[config.mk]
export PLATFORM = sky130hd
export DESIGN_NAME = bdc_core
export DESIGN_NICKNAME = d
export VERILOG_FILES = /design/src/bdc_pkg.sv /design/src/bdc_core.sv /design/src/bdc_pulse_meter.sv /design/src/bdc_sync.sv
export SDC_FILE = /design/constraint.sdc
export NUM_CORES = 1
export LEC_CHECK = 0
export BUFFER_PORTS_ARGS = -buffer_cell sky130_fd_sc_hd__buf_2
export CAP_MARGIN = 20
export CELL_PAD_IN_SITES_DETAIL_PLACEMENT = 0
export CELL_PAD_IN_SITES_GLOBAL_PLACEMENT = 1
export CORE_MARGIN = 10
export CORE_UTILIZATION = 26
export DETAILED_ROUTE_END_ITERATION = 8
export MAX_ROUTING_LAYER = met4
export PLACE_DENSITY_LB_ADDON = 0.15
export SLEW_MARGIN = 10
export SYNTH_ARGS = -nofsm -noshare
export SYNTH_HDL_FRONTEND = slang
export SYNTH_SLANG_ARGS = --single-unit
[constraint.sdc]
create_clock -name clk_i -period 19.25 [get_ports clk_i]
set_input_delay 3.85 -clock clk_i [delete_from_list [all_inputs] [get_ports clk_i]]
set_output_delay 3.85 -clock clk_i [all_outputs]
set_load 0.05 [all_outputs]
[src/bdc_pkg.sv]
package bdc_pkg;

	localparam int CLK_HZ = 200_000_000;

	// Times in milliseconds.
	localparam int PULSE_MIN_MS  = 500;
	localparam int PULSE_MAX_MS  = 4000;
	localparam int RESET_MIN_MS  = 5000;
	localparam int KEY_HOLD_MS   = 2000;
	localparam int TMO_MIN_MS    = 500;
	localparam int TMO_MAX_MS    = 10000;
	localparam int TMO_DEF_MS    = 500;

	// Base tick is one millisecond.
	localparam int MS_CYCLES = CLK_HZ / 1000;

	// Quantities in hundredths of a unit.
	localparam logic signed [23:0] QTY_MAX   = 24'sd999990;
	localparam logic signed [23:0] CORR_MAX  = 24'sd99999;
	localparam logic signed [23:0] QTY_STEP  = 24'sd10;
	localparam logic signed [23:0] QTY_DEF   = 24'sd0;

	// Register byte offsets.
	localparam logic [7:0] ADDR_CTRL   = 8'h00;
	localparam logic [7:0] ADDR_QTY    = 8'h04;
	localparam logic [7:0] ADDR_CORR   = 8'h08;
	localparam logic [7:0] ADDR_UNIT   = 8'h0C;
	localparam logic [7:0] ADDR_TMO    = 8'h10;
	localparam logic [7:0] ADDR_CNT    = 8'h14;
	localparam logic [7:0] ADDR_STAT   = 8'h18;
	localparam logic [7:0] ADDR_IRQ    = 8'h1C;
	localparam logic [7:0] ADDR_MASK   = 8'h20;
	localparam logic [7:0] ADDR_LINES  = 8'h24;

	// Control register fields.
	localparam int CTRL_EN     = 0;
	localparam int CTRL_KSTART = 1;
	localparam int CTRL_KSTOP  = 2;
	localparam int CTRL_KRESET = 3;

	// Event bits.
	localparam int EV_DONE    = 0;
	localparam int EV_TIMEOUT = 1;
	localparam int EV_WARN    = 2;
	localparam int EV_WIDTH   = 3;

	localparam logic [2:0] UNIT_DEF = 3'h1;
	localparam logic [2:0] UNIT_MAX = 3'h6;
	localparam logic [1:0] LINE_OFF = 2'h0;

	typedef enum logic [1:0] {
		BDC_STOPPED = 2'b00,
		BDC_RUNNING = 2'b01,
		BDC_DONE    = 2'b10
	} bdc_state_e;

endpackage

[src/bdc_core.sv]
// The address map and the Wishbone slave port are this design's own decisions.
`timescale 1ns/1ps
// Behaviour
// - While enabled, dosing_line is push-pull output, control_line is input, locked.
// - Disabling sets both lines off, then they are free to configure.
// - Softkeys act only when held two seconds or more, on release.
// - Stopped state: control high 0.5 to 4 s starts dosing.
// - Running state: control high 0.5 to 4 s stops dosing.
// - Finished or stopped: reset request or high over 5 s reloads quantity.
// - Start drives dosing output high, counter falls while flow present.
// - Start after incomplete stop resumes from retained counter value.
// - Quantity up to 9999.9, one decimal, default zero.
// - Unit picks ml, L, m3, galUS, galUK, barrel, user; default liter.
// - Counter starts at quantity and stops at the negated correction value.
// - Correction within 999.99; nonpositive sum warns, correction becomes -(qty-0.1).
// - No flow for timeout (0.5 to 10 s, default 0.5) raises status.
// - Enable is persistent setting, disabled by default.
module bdc_core
	import bdc_pkg::*;
#(parameter int TICK_CYCLES = MS_CYCLES) (
	input  wire logic        clk_i,
	input  wire logic        rst_i,
	input  wire logic [31:0] wb_adr_i,
	input  wire logic [31:0] wb_dat_i,
	input  wire logic [3:0]  wb_sel_i,
	input  wire logic        wb_we_i,
	input  wire logic        wb_cyc_i,
	input  wire logic        wb_stb_i,
	output logic [31:0]      wb_dat_o,
	output logic             wb_ack_o,
	input  wire logic        control_line_i,
	input  wire logic        flow_pulse_i,
	input  wire logic        flow_nonzero_i,
	output logic             dosing_line_o,
	output logic             control_line_oe_n_o,
	output logic             irq_o
);

	localparam int CNT_W = 14;

	logic               ctl_sync;
	logic               ctl_fall;
	logic [CNT_W-1:0]   ctl_len;
	logic               tick;
	logic [17:0]        div_reg;
	logic               en_reg;
	logic [2:0]         keys_reg;
	logic [2:0]         key_prev_reg;
	logic [CNT_W-1:0]   key_cnt_reg;
	logic signed [23:0] qty_reg;
	logic signed [23:0] corr_reg;
	logic signed [23:0] corr_next;
	logic signed [23:0] cnt_reg;
	logic [2:0]         unit_reg;
	logic [CNT_W-1:0]   tmo_reg;
	logic [CNT_W-1:0]   idle_reg;
	logic [1:0]         lines_reg;
	logic [EV_WIDTH-1:0] stat_reg;
	logic [EV_WIDTH-1:0] mask_reg;
	logic [EV_WIDTH-1:0] ev;
	bdc_state_e         state_reg;
	logic               wr;
	logic               corr_bad;
	logic [31:0]        rd_data;
	logic               key_start;
	logic               key_stop;
	logic               key_reset;
	logic               pin_start;
	logic               pin_reset;
	logic               do_start;
	logic               do_stop;
	logic               do_reset;
	logic               at_end;

	bdc_sync u_sync (
		.clk_i (clk_i),
		.rst_i (rst_i),
		.d_i   (control_line_i),
		.q_o   (ctl_sync)
	);

	bdc_pulse_meter #(.CNT_W(CNT_W)) u_meter (
		.clk_i   (clk_i),
		.rst_i   (rst_i),
		.tick_i  (tick),
		.level_i (ctl_sync && en_reg),
		.fall_o  (ctl_fall),
		.len_o   (ctl_len)
	);

	// Millisecond tick.
	assign tick = (div_reg == 18'(TICK_CYCLES - 1));
	always_ff @(posedge clk_i) begin
		if (rst_i || tick) begin
			div_reg <= '0;
		end else begin
			div_reg <= div_reg + 1'b1;
		end
	end

	assign wr = wb_cyc_i && wb_stb_i && wb_we_i && wb_ack_o;

	always_comb begin
		rd_data = '0;
		case (wb_adr_i[7:0])
			ADDR_CTRL:  rd_data = {30'h0, state_reg == BDC_RUNNING, en_reg};
			ADDR_QTY:   rd_data = 32'(qty_reg);
			ADDR_CORR:  rd_data = 32'(corr_reg);
			ADDR_UNIT:  rd_data = {29'h0, unit_reg};
			ADDR_TMO:   rd_data = {18'h0, tmo_reg};
			ADDR_CNT:   rd_data = 32'(cnt_reg);
			ADDR_STAT:  rd_data = {30'h0, state_reg};
			ADDR_IRQ:   rd_data = {29'h0, stat_reg};
			ADDR_MASK:  rd_data = {29'h0, mask_reg};
			ADDR_LINES: rd_data = {30'h0, lines_reg};
			default:    ;
		endcase
	end

	// Ack follows a request by one cycle; a write lands on the edge that sees ack high.
	always_ff @(posedge clk_i) begin
		if (rst_i) begin
			wb_ack_o <= 1'b0;
			wb_dat_o <= '0;
		end else begin
			wb_ack_o <= wb_cyc_i && wb_stb_i && !wb_ack_o;
			wb_dat_o <= rd_data;
		end
	end

	always_ff @(posedge clk_i) begin
		if (rst_i) begin
			en_reg <= 1'b0;
		end else if (wr && wb_adr_i[7:0] == ADDR_CTRL && wb_sel_i[0]) begin
			en_reg <= wb_dat_i[CTRL_EN];
		end
	end

	always_ff @(posedge clk_i) begin
		if (rst_i) begin
			lines_reg <= LINE_OFF;
		end else if (!en_reg && wr && wb_adr_i[7:0] == ADDR_LINES) begin
			lines_reg <= wb_dat_i[1:0];
		end else if (en_reg) begin
			lines_reg <= LINE_OFF;
		end
	end

	always_ff @(posedge clk_i) begin
		if (rst_i) begin
			keys_reg     <= '0;
			key_prev_reg <= '0;
			key_cnt_reg  <= '0;
		end else begin
			if (wr && wb_adr_i[7:0] == ADDR_CTRL && wb_sel_i[0]) begin
				keys_reg <= wb_dat_i[CTRL_KRESET:CTRL_KSTART];
			end
			key_prev_reg <= keys_reg;
			if (keys_reg != key_prev_reg) begin
				key_cnt_reg <= '0;
			end else if (keys_reg != '0 && tick && key_cnt_reg != '1) begin
				key_cnt_reg <= key_cnt_reg + 1'b1;
			end
		end
	end

	assign key_start = keys_reg == '0 && key_prev_reg[0] && key_cnt_reg >= CNT_W'(KEY_HOLD_MS);
	assign key_stop  = keys_reg == '0 && key_prev_reg[1] && key_cnt_reg >= CNT_W'(KEY_HOLD_MS);
	assign key_reset = keys_reg == '0 && key_prev_reg[2] && key_cnt_reg >= CNT_W'(KEY_HOLD_MS);

	assign pin_start = ctl_fall && ctl_len > CNT_W'(PULSE_MIN_MS) && ctl_len < CNT_W'(PULSE_MAX_MS);
	assign pin_reset = ctl_fall && ctl_len > CNT_W'(RESET_MIN_MS);

	assign do_start = en_reg && state_reg == BDC_STOPPED && (key_start || pin_start);
	assign do_stop  = en_reg && state_reg == BDC_RUNNING && (key_stop || pin_start);
	assign do_reset = en_reg && state_reg != BDC_RUNNING && (key_reset || pin_reset);
	assign at_end   = cnt_reg + corr_reg <= 24'sd0;

	always_comb begin
		corr_bad  = 1'b0;
		corr_next = $signed(wb_dat_i[23:0]);
		if (corr_next > CORR_MAX) begin
			corr_next = CORR_MAX;
		end else if (corr_next < -CORR_MAX) begin
			corr_next = -CORR_MAX;
		end
		if (qty_reg + corr_next <= 24'sd0) begin
			corr_bad  = 1'b1;
			corr_next = QTY_STEP - qty_reg;
		end
	end

	always_ff @(posedge clk_i) begin
		if (rst_i) begin
			qty_reg  <= QTY_DEF;
			corr_reg <= QTY_DEF;
			unit_reg <= UNIT_DEF;
			tmo_reg  <= CNT_W'(TMO_DEF_MS);
		end else if (wr && state_reg != BDC_RUNNING) begin
			case (wb_adr_i[7:0])
				ADDR_QTY: begin
					qty_reg <= ($signed(wb_dat_i[23:0]) > QTY_MAX) ? QTY_MAX :
						($signed(wb_dat_i[23:0]) < 24'sd0) ? QTY_DEF : $signed(wb_dat_i[23:0]);
				end
				ADDR_CORR: corr_reg <= corr_next;
				ADDR_UNIT: unit_reg <= (wb_dat_i[2:0] > UNIT_MAX) ? UNIT_DEF : wb_dat_i[2:0];
				ADDR_TMO: begin
					tmo_reg <= (wb_dat_i < 32'(TMO_MIN_MS)) ? CNT_W'(TMO_MIN_MS) :
						(wb_dat_i > 32'(TMO_MAX_MS)) ? CNT_W'(TMO_MAX_MS) :
						wb_dat_i[CNT_W-1:0];
				end
				default: ;
			endcase
		end
	end

	always_ff @(posedge clk_i) begin
		if (rst_i) begin
			state_reg <= BDC_STOPPED;
			cnt_reg   <= QTY_DEF;
		end else if (!en_reg) begin
			state_reg <= BDC_STOPPED;
		end else begin
			case (state_reg)
				BDC_STOPPED: begin
					if (do_start) begin
						state_reg <= BDC_RUNNING;
					end else if (do_reset) begin
						cnt_reg <= qty_reg;
					end
				end
				BDC_RUNNING: begin
					if (at_end) begin
						state_reg <= BDC_DONE;
					end else if (do_stop) begin
						state_reg <= BDC_STOPPED;
					end else if (flow_pulse_i) begin
						cnt_reg <= cnt_reg - QTY_STEP;
					end
				end
				BDC_DONE: begin
					if (do_reset) begin
						cnt_reg   <= qty_reg;
						state_reg <= BDC_STOPPED;
					end
				end
				default: state_reg <= BDC_STOPPED;
			endcase
		end
	end

	always_ff @(posedge clk_i) begin
		if (rst_i || state_reg != BDC_RUNNING || flow_nonzero_i) begin
			idle_reg <= '0;
		end else if (tick && idle_reg != '1) begin
			idle_reg <= idle_reg + 1'b1;
		end
	end

	assign ev[EV_DONE]    = state_reg == BDC_RUNNING && at_end;
	assign ev[EV_TIMEOUT] = tick && idle_reg == tmo_reg - 1'b1 && state_reg == BDC_RUNNING
		&& !flow_nonzero_i;
	assign ev[EV_WARN]    = wr && wb_adr_i[7:0] == ADDR_CORR && state_reg != BDC_RUNNING
		&& corr_bad;

	// Sticky status; a new event wins over a write-one clear.
	always_ff @(posedge clk_i) begin
		if (rst_i) begin
			stat_reg <= '0;
			mask_reg <= '0;
			irq_o    <= 1'b0;
		end else begin
			stat_reg <= ev | (stat_reg & ~((wr && wb_adr_i[7:0] == ADDR_IRQ) ?
				wb_dat_i[EV_WIDTH-1:0] : '0));
			if (wr && wb_adr_i[7:0] == ADDR_MASK) begin
				mask_reg <= wb_dat_i[EV_WIDTH-1:0];
			end
			irq_o <= |(stat_reg & mask_reg);
		end
	end

	always_ff @(posedge clk_i) begin
		if (rst_i) begin
			dosing_line_o       <= 1'b0;
			control_line_oe_n_o <= 1'b1;
		end else begin
			dosing_line_o       <= en_reg ? (state_reg == BDC_RUNNING && !at_end) : lines_reg[1];
			control_line_oe_n_o <= en_reg ? 1'b1 : !lines_reg[0];
		end
	end

	a_output_high: assert property (@(posedge clk_i) disable iff (rst_i)
		(en_reg && state_reg == BDC_RUNNING && !at_end) |=> dosing_line_o)
		else $error("dosing output not high while running");

	a_input_locked: assert property (@(posedge clk_i) disable iff (rst_i)
		en_reg |=> control_line_oe_n_o)
		else $error("control line driven while dosing enabled");

	a_lines_off: assert property (@(posedge clk_i) disable iff (rst_i)
		$fell(en_reg) |-> lines_reg == LINE_OFF)
		else $error("lines not off after disable");

	a_start_window: assert property (@(posedge clk_i) disable iff (rst_i)
		(en_reg && state_reg == BDC_STOPPED && pin_start) |=> state_reg == BDC_RUNNING)
		else $error("valid start pulse ignored");

	a_stop_window: assert property (@(posedge clk_i) disable iff (rst_i)
		(en_reg && state_reg == BDC_RUNNING && !at_end && pin_start) |=> state_reg == BDC_STOPPED)
		else $error("valid stop pulse ignored");

	a_reset_reload: assert property (@(posedge clk_i) disable iff (rst_i)
		(do_reset && state_reg == BDC_STOPPED && !do_start) |=> cnt_reg == $past(qty_reg))
		else $error("reset did not reload quantity");

	a_resume_keep: assert property (@(posedge clk_i) disable iff (rst_i)
		do_start |=> cnt_reg == $past(cnt_reg))
		else $error("start reloaded the counter");

	a_qty_limit: assert property (@(posedge clk_i) disable iff (rst_i)
		qty_reg <= QTY_MAX && qty_reg >= 24'sd0)
		else $error("quantity out of range");

	a_corr_sum: assert property (@(posedge clk_i) disable iff (rst_i)
		$changed(corr_reg) |-> qty_reg + corr_reg > 24'sd0)
		else $error("corrected target not positive");

	a_tmo_range: assert property (@(posedge clk_i) disable iff (rst_i)
		tmo_reg >= CNT_W'(TMO_MIN_MS) && tmo_reg <= CNT_W'(TMO_MAX_MS))
		else $error("timeout setting out of range");

	a_short_ignored: assert property (@(posedge clk_i) disable iff (rst_i)
		(ctl_fall && ctl_len <= CNT_W'(PULSE_MIN_MS) && !key_start && !key_stop && !key_reset
			&& !at_end) |=> $stable(state_reg))
		else $error("short pulse changed state");

endmodule

[src/bdc_pulse_meter.sv]
`timescale 1ns/1ps
module bdc_pulse_meter
	import bdc_pkg::*;
#(
	parameter int CNT_W = 14
) (
	input  wire logic             clk_i,
	input  wire logic             rst_i,
	input  wire logic             tick_i,
	input  wire logic             level_i,
	output logic                  fall_o,
	output logic [CNT_W-1:0]      len_o
);

	logic             prev_reg;
	logic [CNT_W-1:0] cnt_reg;

	// Counts milliseconds of high time and reports it at the falling edge.
	always_ff @(posedge clk_i) begin
		if (rst_i) begin
			prev_reg <= 1'b0;
			cnt_reg  <= '0;
			fall_o   <= 1'b0;
			len_o    <= '0;
		end else begin
			prev_reg <= level_i;
			fall_o   <= prev_reg && !level_i;
			if (prev_reg && !level_i) begin
				len_o   <= cnt_reg;
				cnt_reg <= '0;
			end else if (level_i && tick_i && cnt_reg != '1) begin
				cnt_reg <= cnt_reg + 1'b1;
			end
		end
	end

endmodule

[src/bdc_sync.sv]
`timescale 1ns/1ps
module bdc_sync
	import bdc_pkg::*;
(
	input  wire logic clk_i,
	input  wire logic rst_i,
	input  wire logic d_i,
	output logic      q_o
);

	logic s1_reg;
	logic s2_reg;
	logic s3_reg;

	always_ff @(posedge clk_i) begin
		if (rst_i) begin
			s1_reg <= 1'b0;
			s2_reg <= 1'b0;
			s3_reg <= 1'b0;
			q_o    <= 1'b0;
		end else begin
			s1_reg <= d_i;
			s2_reg <= s1_reg;
			s3_reg <= s2_reg;
			if (s2_reg == s3_reg) begin
				q_o <= s3_reg;
			end
		end
	end

endmodule
# Yosys cells after proc, flatten, opt, wreduce, memory -nomap -nowiden
# Cells that the tools add are included.
# totals
regBits	222
inputBits	76
output_inout_bits	36
word_cells	176
# op_classes
n_addsub	9
magnitude_cmp	13
n_eq_ne	26
n_mux	25
bitwise_logic	5
reduce_logical	70
# op_table
cell	count
$pmux 32 s10	1
$mux 24	10
$pmux 24 s3	1
$add 24x24->24	2
$le 24x1->1 const B	2
$add 14x1->14 const B	3
$ne 14x14->1 const B	3
$logic_and 1x1->1	41
$eq 8x5->1 const B	4
$gt 32x14->1 const B	1
$lt 32x9->1 const B	1
$mux 14	2
$gt 24x18->1 const B	1
$gt 24x21->1 const B	1
$lt 24x1->1 const B	1
$lt 24x18->1 const B	1
$sub 24x5->24 const B	1
$sub 5x24->24 const A	1
$add 18x1->18 const B	1
$eq 18x18->1 const B	1
$eq 8x4->1 const B	2
$eq 8x6->1 const B	2
$eq 14x14->1	1
$ge 14x11->1 const B	1
other kinds (33)	63

# Longest topological paths before layout
# depth
word_depth	8
depth_mapped	26
depth_no_buf	22

# Hierarchy
# Synthesis repeated with hierarchy kept, for this count alone.
# unflattened
cells_unflattened	1744
hier_area_um2	13731.9
# by_module_without_submodules
mod	n_inst	cells_per_inst	area_each_um2	seq_area_each_um2
bdc_core	1	1611	12361.9	3583.4
bdc_pulse_meter	1	123	1257.5	600.6
bdc_sync	1	10	112.6	80.1

# Worst setup path before layout
# No wires, ideal clock.
# synth_timing
path_type	input port to flip-flop
from	input wb_dat_i[0]
to	register corr_reg[2]
setup_time_ns	0.074
arrival_time_ns	8.914
required_ns	19.176
setup_slack_ns	10.262
cell_stages	25
path_buffers	5
cell_sequence	clkbuf_1 -> or4_1 -> o211a_1 -> o21ai_0 -> nand3_1 -> a311oi_1 -> or3_1 -> ha_1 -> clkbuf_1 -> clkbuf_1 -> nor2_1 -> nor2_1 -> ha_1 -> buf_4 -> and3_4 -> and2b_1 -> nand2_1 -> o21a_4 -> o21a_2 -> xnor2_1 -> or4b_4 -> or2_1 -> buf_6 -> or4_1 -> a31oi_1
# synth_via
elab_chain_cells	6
elab_cells_between_ends	7
cone_classes	add/sub (1); order compare (3); mux (3)
# synth_rtl
element	line	source
from (decl)	bdc_core.sv:24	input wire logic [31:0] wb_dat_i,
$lt 24x18->1	bdc_core.sv:184	end else if (corr_next < -CORR_MAX) begin
$mux 24	bdc_core.sv:184	
$mux 24 (*)	bdc_core.sv:182	if (corr_next > CORR_MAX) begin
$add 24x24->24	bdc_core.sv:187	if (qty_reg + corr_next <= 24'sd0) begin
$le 24x1->1	bdc_core.sv:187	
$mux 24 (*)	bdc_core.sv:187	
to (signal assigned)	bdc_core.sv:205	ADDR_CORR: corr_reg <= corr_next;
to (decl)	bdc_core.sv:51	logic signed [23:0] corr_reg;
# Mark *: on every way between the ends. The rest lies on a longest branch, timed or not.
# A chain may end at the register's enable or synchronous reset.

# Worst setup path in the final report
# layout_timing
from	input wb_dat_i[2]
to	register corr_reg[13]
# Same word-level chain as after synthesis.

==> flow_metrics.py <==
metrics = {
    "sta": {
        "rsz0062_at_grt": "no",
        "final-hold-violation-count": 0,
        "fin_setup_tns_ns": 0,
        "max_freq_ghz": 0.0965,
        "maxSlewViolCount": 0,
        "finalSetupViolCount": 0,
        "max_slew_margin_pct": 22.4,
        "period_needed_ns": 10.36,
        "fin_skew_ns": 0.0337,
        "max_slew.worst_pin.slew_ns": 1.15,
        "post-route-period-util_pct": 53.8,
    },
    "clocking": {
        "post_cts_buffers": 0,
        "ctsHoldBuffers": 0,
        "clk_pin_slew_ns": 0.06,
        "clockBufferDepth": 3,
        "cts_tree": "yes",
        "cts_sinks": 213,
        "htreeDepth": 1,
        "root_buffer": "clkbuf_16",
        "clk_latency_ns": 0.59,
        "ctsResizeCount": 0,
        "cts_made_buffers": 28,
    },
    "yosys": {
        "synth_edf_count": 0,
        "syn_area_per_cell_sq_um": 7.73,
        "yosysTopAreaCell": "dfxtp_1",
        "seq_area_frac_synth_pct": 31.2,
        "ys_types": 95,
        "yosys-top-cells-count": "nor2_1 (268), dfxtp_1 (213), nand2_1 (137)",
        "syn-num-nets": 1903,
        "synth-main-ff-cell": "dfxtp_1",
        "async_flop_share_pct": 0,
        "syn-cell-area_sq_mm": 0.0137,
        "yosysMostFrequentCell": "nor2_1",
        "yosysWarnings": 0,
        "synthTopCellsByArea": "dfxtp_1 (31%), nor2_1 (7.3%), ha_1 (5.0%), a21oi_1 (4.7%), xor2_1 (3.8%)",
        "yosys.area.top_type_share_pct": 31.2,
        "ys_seq_elements": 213,
        "synthCells": 1770,
    },
    "min_path": {
        "hold_class": "register to register",
        "hold_depth": 1,
        "hp-start": "lines_reg[0]$_SDFFE_PP0P_",
        "min_to": "control_line_oe_n_o$_SDFF_PP1_",
    },
    "worst_setup_path": {
        "r2r_slack_ns": 14.56,
        "worstPathArrival_ns": 10.87,
        "reg2reg_from": "qty_reg[0]$_SDFFE_PP0P_",
        "r2r-end": "corr_reg[13]$_SDFFE_PP0P_",
        "r2r_cells": 13,
        "cp_max_fo": 20,
        "endpoint_kind": "register",
        "critical_path.startpoint_type": "input pin",
        "crit_required_ns": 19.75,
        "critical_path_class": "input pin to register",
    },
    "cells_and_area": {
        "diodes": 0,
        "syn_to_final_growth_pct": 13.7,
        "instances_no_fill": 2488,
        "drive_gt1_share_pct": 10.1,
        "fin_nets": 1913,
        "fill_cells": 5655,
        "finalInstanceArea_sq_mm": 0.0156,
    },
    "floorplan": {
        "coreArea_sq_mm": 0.0523,
        "die_x_um": 249,
        "dieArea_sq_mm": 0.0622,
        "rows": 84,
        "die_h_um": 249,
        "io_pins": 112,
        "start_util_pct": 26.2,
    },
    "flow_run": {
        "cap_violations": 0,
    },
    "placement": {
        "place_congestion": 0.852,
        "io_buffers": 84,
        "dpl.hpwl_mm": 38.4,
        "dp_cells": 2437,
        "place_area_sq_mm": 0.0146,
    },
    "power": {
        "power.density_mw_per_mm2": 66.8,
        "p_leak_nw": 5.77,
        "ir_drop_v": 0.0000598,
    },
    "global_routing": {
        "use_met3_pct": 2.35,
        "antenna_found_initial": 1,
        "grt_pass1_vias": 13037,
        "grt_overflow": 0,
        "met1_usage_pct": 22.1,
        "grt_start_max_net_pins": 63,
        "busiest_layer": "met2",
        "grt_pass1_wl_mm": 80.3,
        "grt_util_met2_pct": 25.5,
        "track_usage_pct": 16.5,
    },
    "route": {
        "first_pass_iters": 8,
        "vias": 13368,
        "drtIter0Drc": 1124,
        "viasPerCell": 5.37,
        "wl_mm": 52.0,
        "ant_nets": 0,
        "routedWlPerCell_um": 20.9,
        "drc": 0,
    },
    "status": {
        "status": "finished, final reports clean",
    },
}
[how the worst max path moves through the flow]
stage                     cells past startpoint        start  slack (ns)                         to
final                                        23  wb_dat_i[2]        8.89  corr_reg[13]$_SDFFE_PP0P_
after global routing                         23  wb_dat_i[2]        8.39  corr_reg[13]$_SDFFE_PP0P_
after CTS                                    23  wb_dat_i[2]        8.97  corr_reg[13]$_SDFFE_PP0P_
after detailed placement                     23  wb_dat_i[2]        8.41  corr_reg[12]$_SDFFE_PP0P_
after global placement                       23  wb_dat_i[2]        8.33  corr_reg[13]$_SDFFE_PP0P_
after floorplan                              25  wb_dat_i[0]       10.26   corr_reg[2]$_SDFFE_PP0P_
[metrics by stage]
stage          worst slack [ns]  hold WS (ns)  utilization, %  total power [mW]
2_1_floorplan             10.26         0.370               -             0.486
3_3_place_gp               8.33         0.421            27.9             0.511
3_5_place_dp               8.41         0.420            27.9             0.511
4_1_cts                    8.97         0.439            29.7              1.06
5_1_grt                    8.39         0.455            29.7              1.08
6_report                   8.89         0.444            29.7              1.04
[power by group]
part | internal (mW) | switching [mW]
sequential | 0.442 | 0.000659
combinational | 0.0165 | 0.0427
clock | 0.321 | 0.216
[cells by family after synthesis]
logic type / share of synthesized area [%]
flip-flops: 31.2
AO/OA/AOI/OAI: 23.9
multiplexers: 1.76
AND/OR/NAND/NOR: 25.6
adder cells (fa/ha/maj): 5.32
buffers and inverters: 4.86
XOR/XNOR: 7.41
[cells in the final DEF, fill, tap and decap left out, drive strengths merged, types with 27 or more instances in the layout]
master  count
dfxtp     213
and3       27
nor4       32
nand2     137
xnor2      54
clkbuf     40
nand3      54
o21ai      87
xor2       61
ha         55
a21oi     132
inv        42
nand4      35
nor3       55
buf       101
nor2      269
[worst max-delay path, cell delays in order]
cell	delay [ns]
buf_2	0.19
or4_1	0.56
o211a_1	0.22
o21ai_0	0.16
nand3_1	0.11
a311oi_1	0.56
or3_1	0.24
ha_1	0.60
inv_1	0.22
nand3_1	0.21
ha_1	0.24
inv_1	0.08
fa_1	0.44
nor2b_4	0.14
o2111a_2	0.24
nor3_4	0.06
o21a_4	0.23
o21a_2	0.23
o211ai_1	0.82
nor3_2	0.11
buf_4	0.26
o21ai_1	0.75
o221a_2	0.34
[layout make-up]
class / instances / area [sq um] / area share, %
inverters: 42 / 158 / 1.01
clock inverters: 10 / 130 / 0.836
well taps: 688 / 861 / 5.53
repair buffers: 101 / 551 / 3.54
clock buffers: 40 / 816 / 5.24
flip-flops and latches: 213 / 4260 / 27.4
multi-input cells: 1394 / 8780 / 56.4
[per-layer routing]
layer  part of all wire, %  up-vias
li1                      -     6493
met1                    48     6477
met2                    44      323
met3                   4.8       75
met4                   2.4        0
met5                     0        -
No activity file was read; power rests on OpenSTA's default activity.
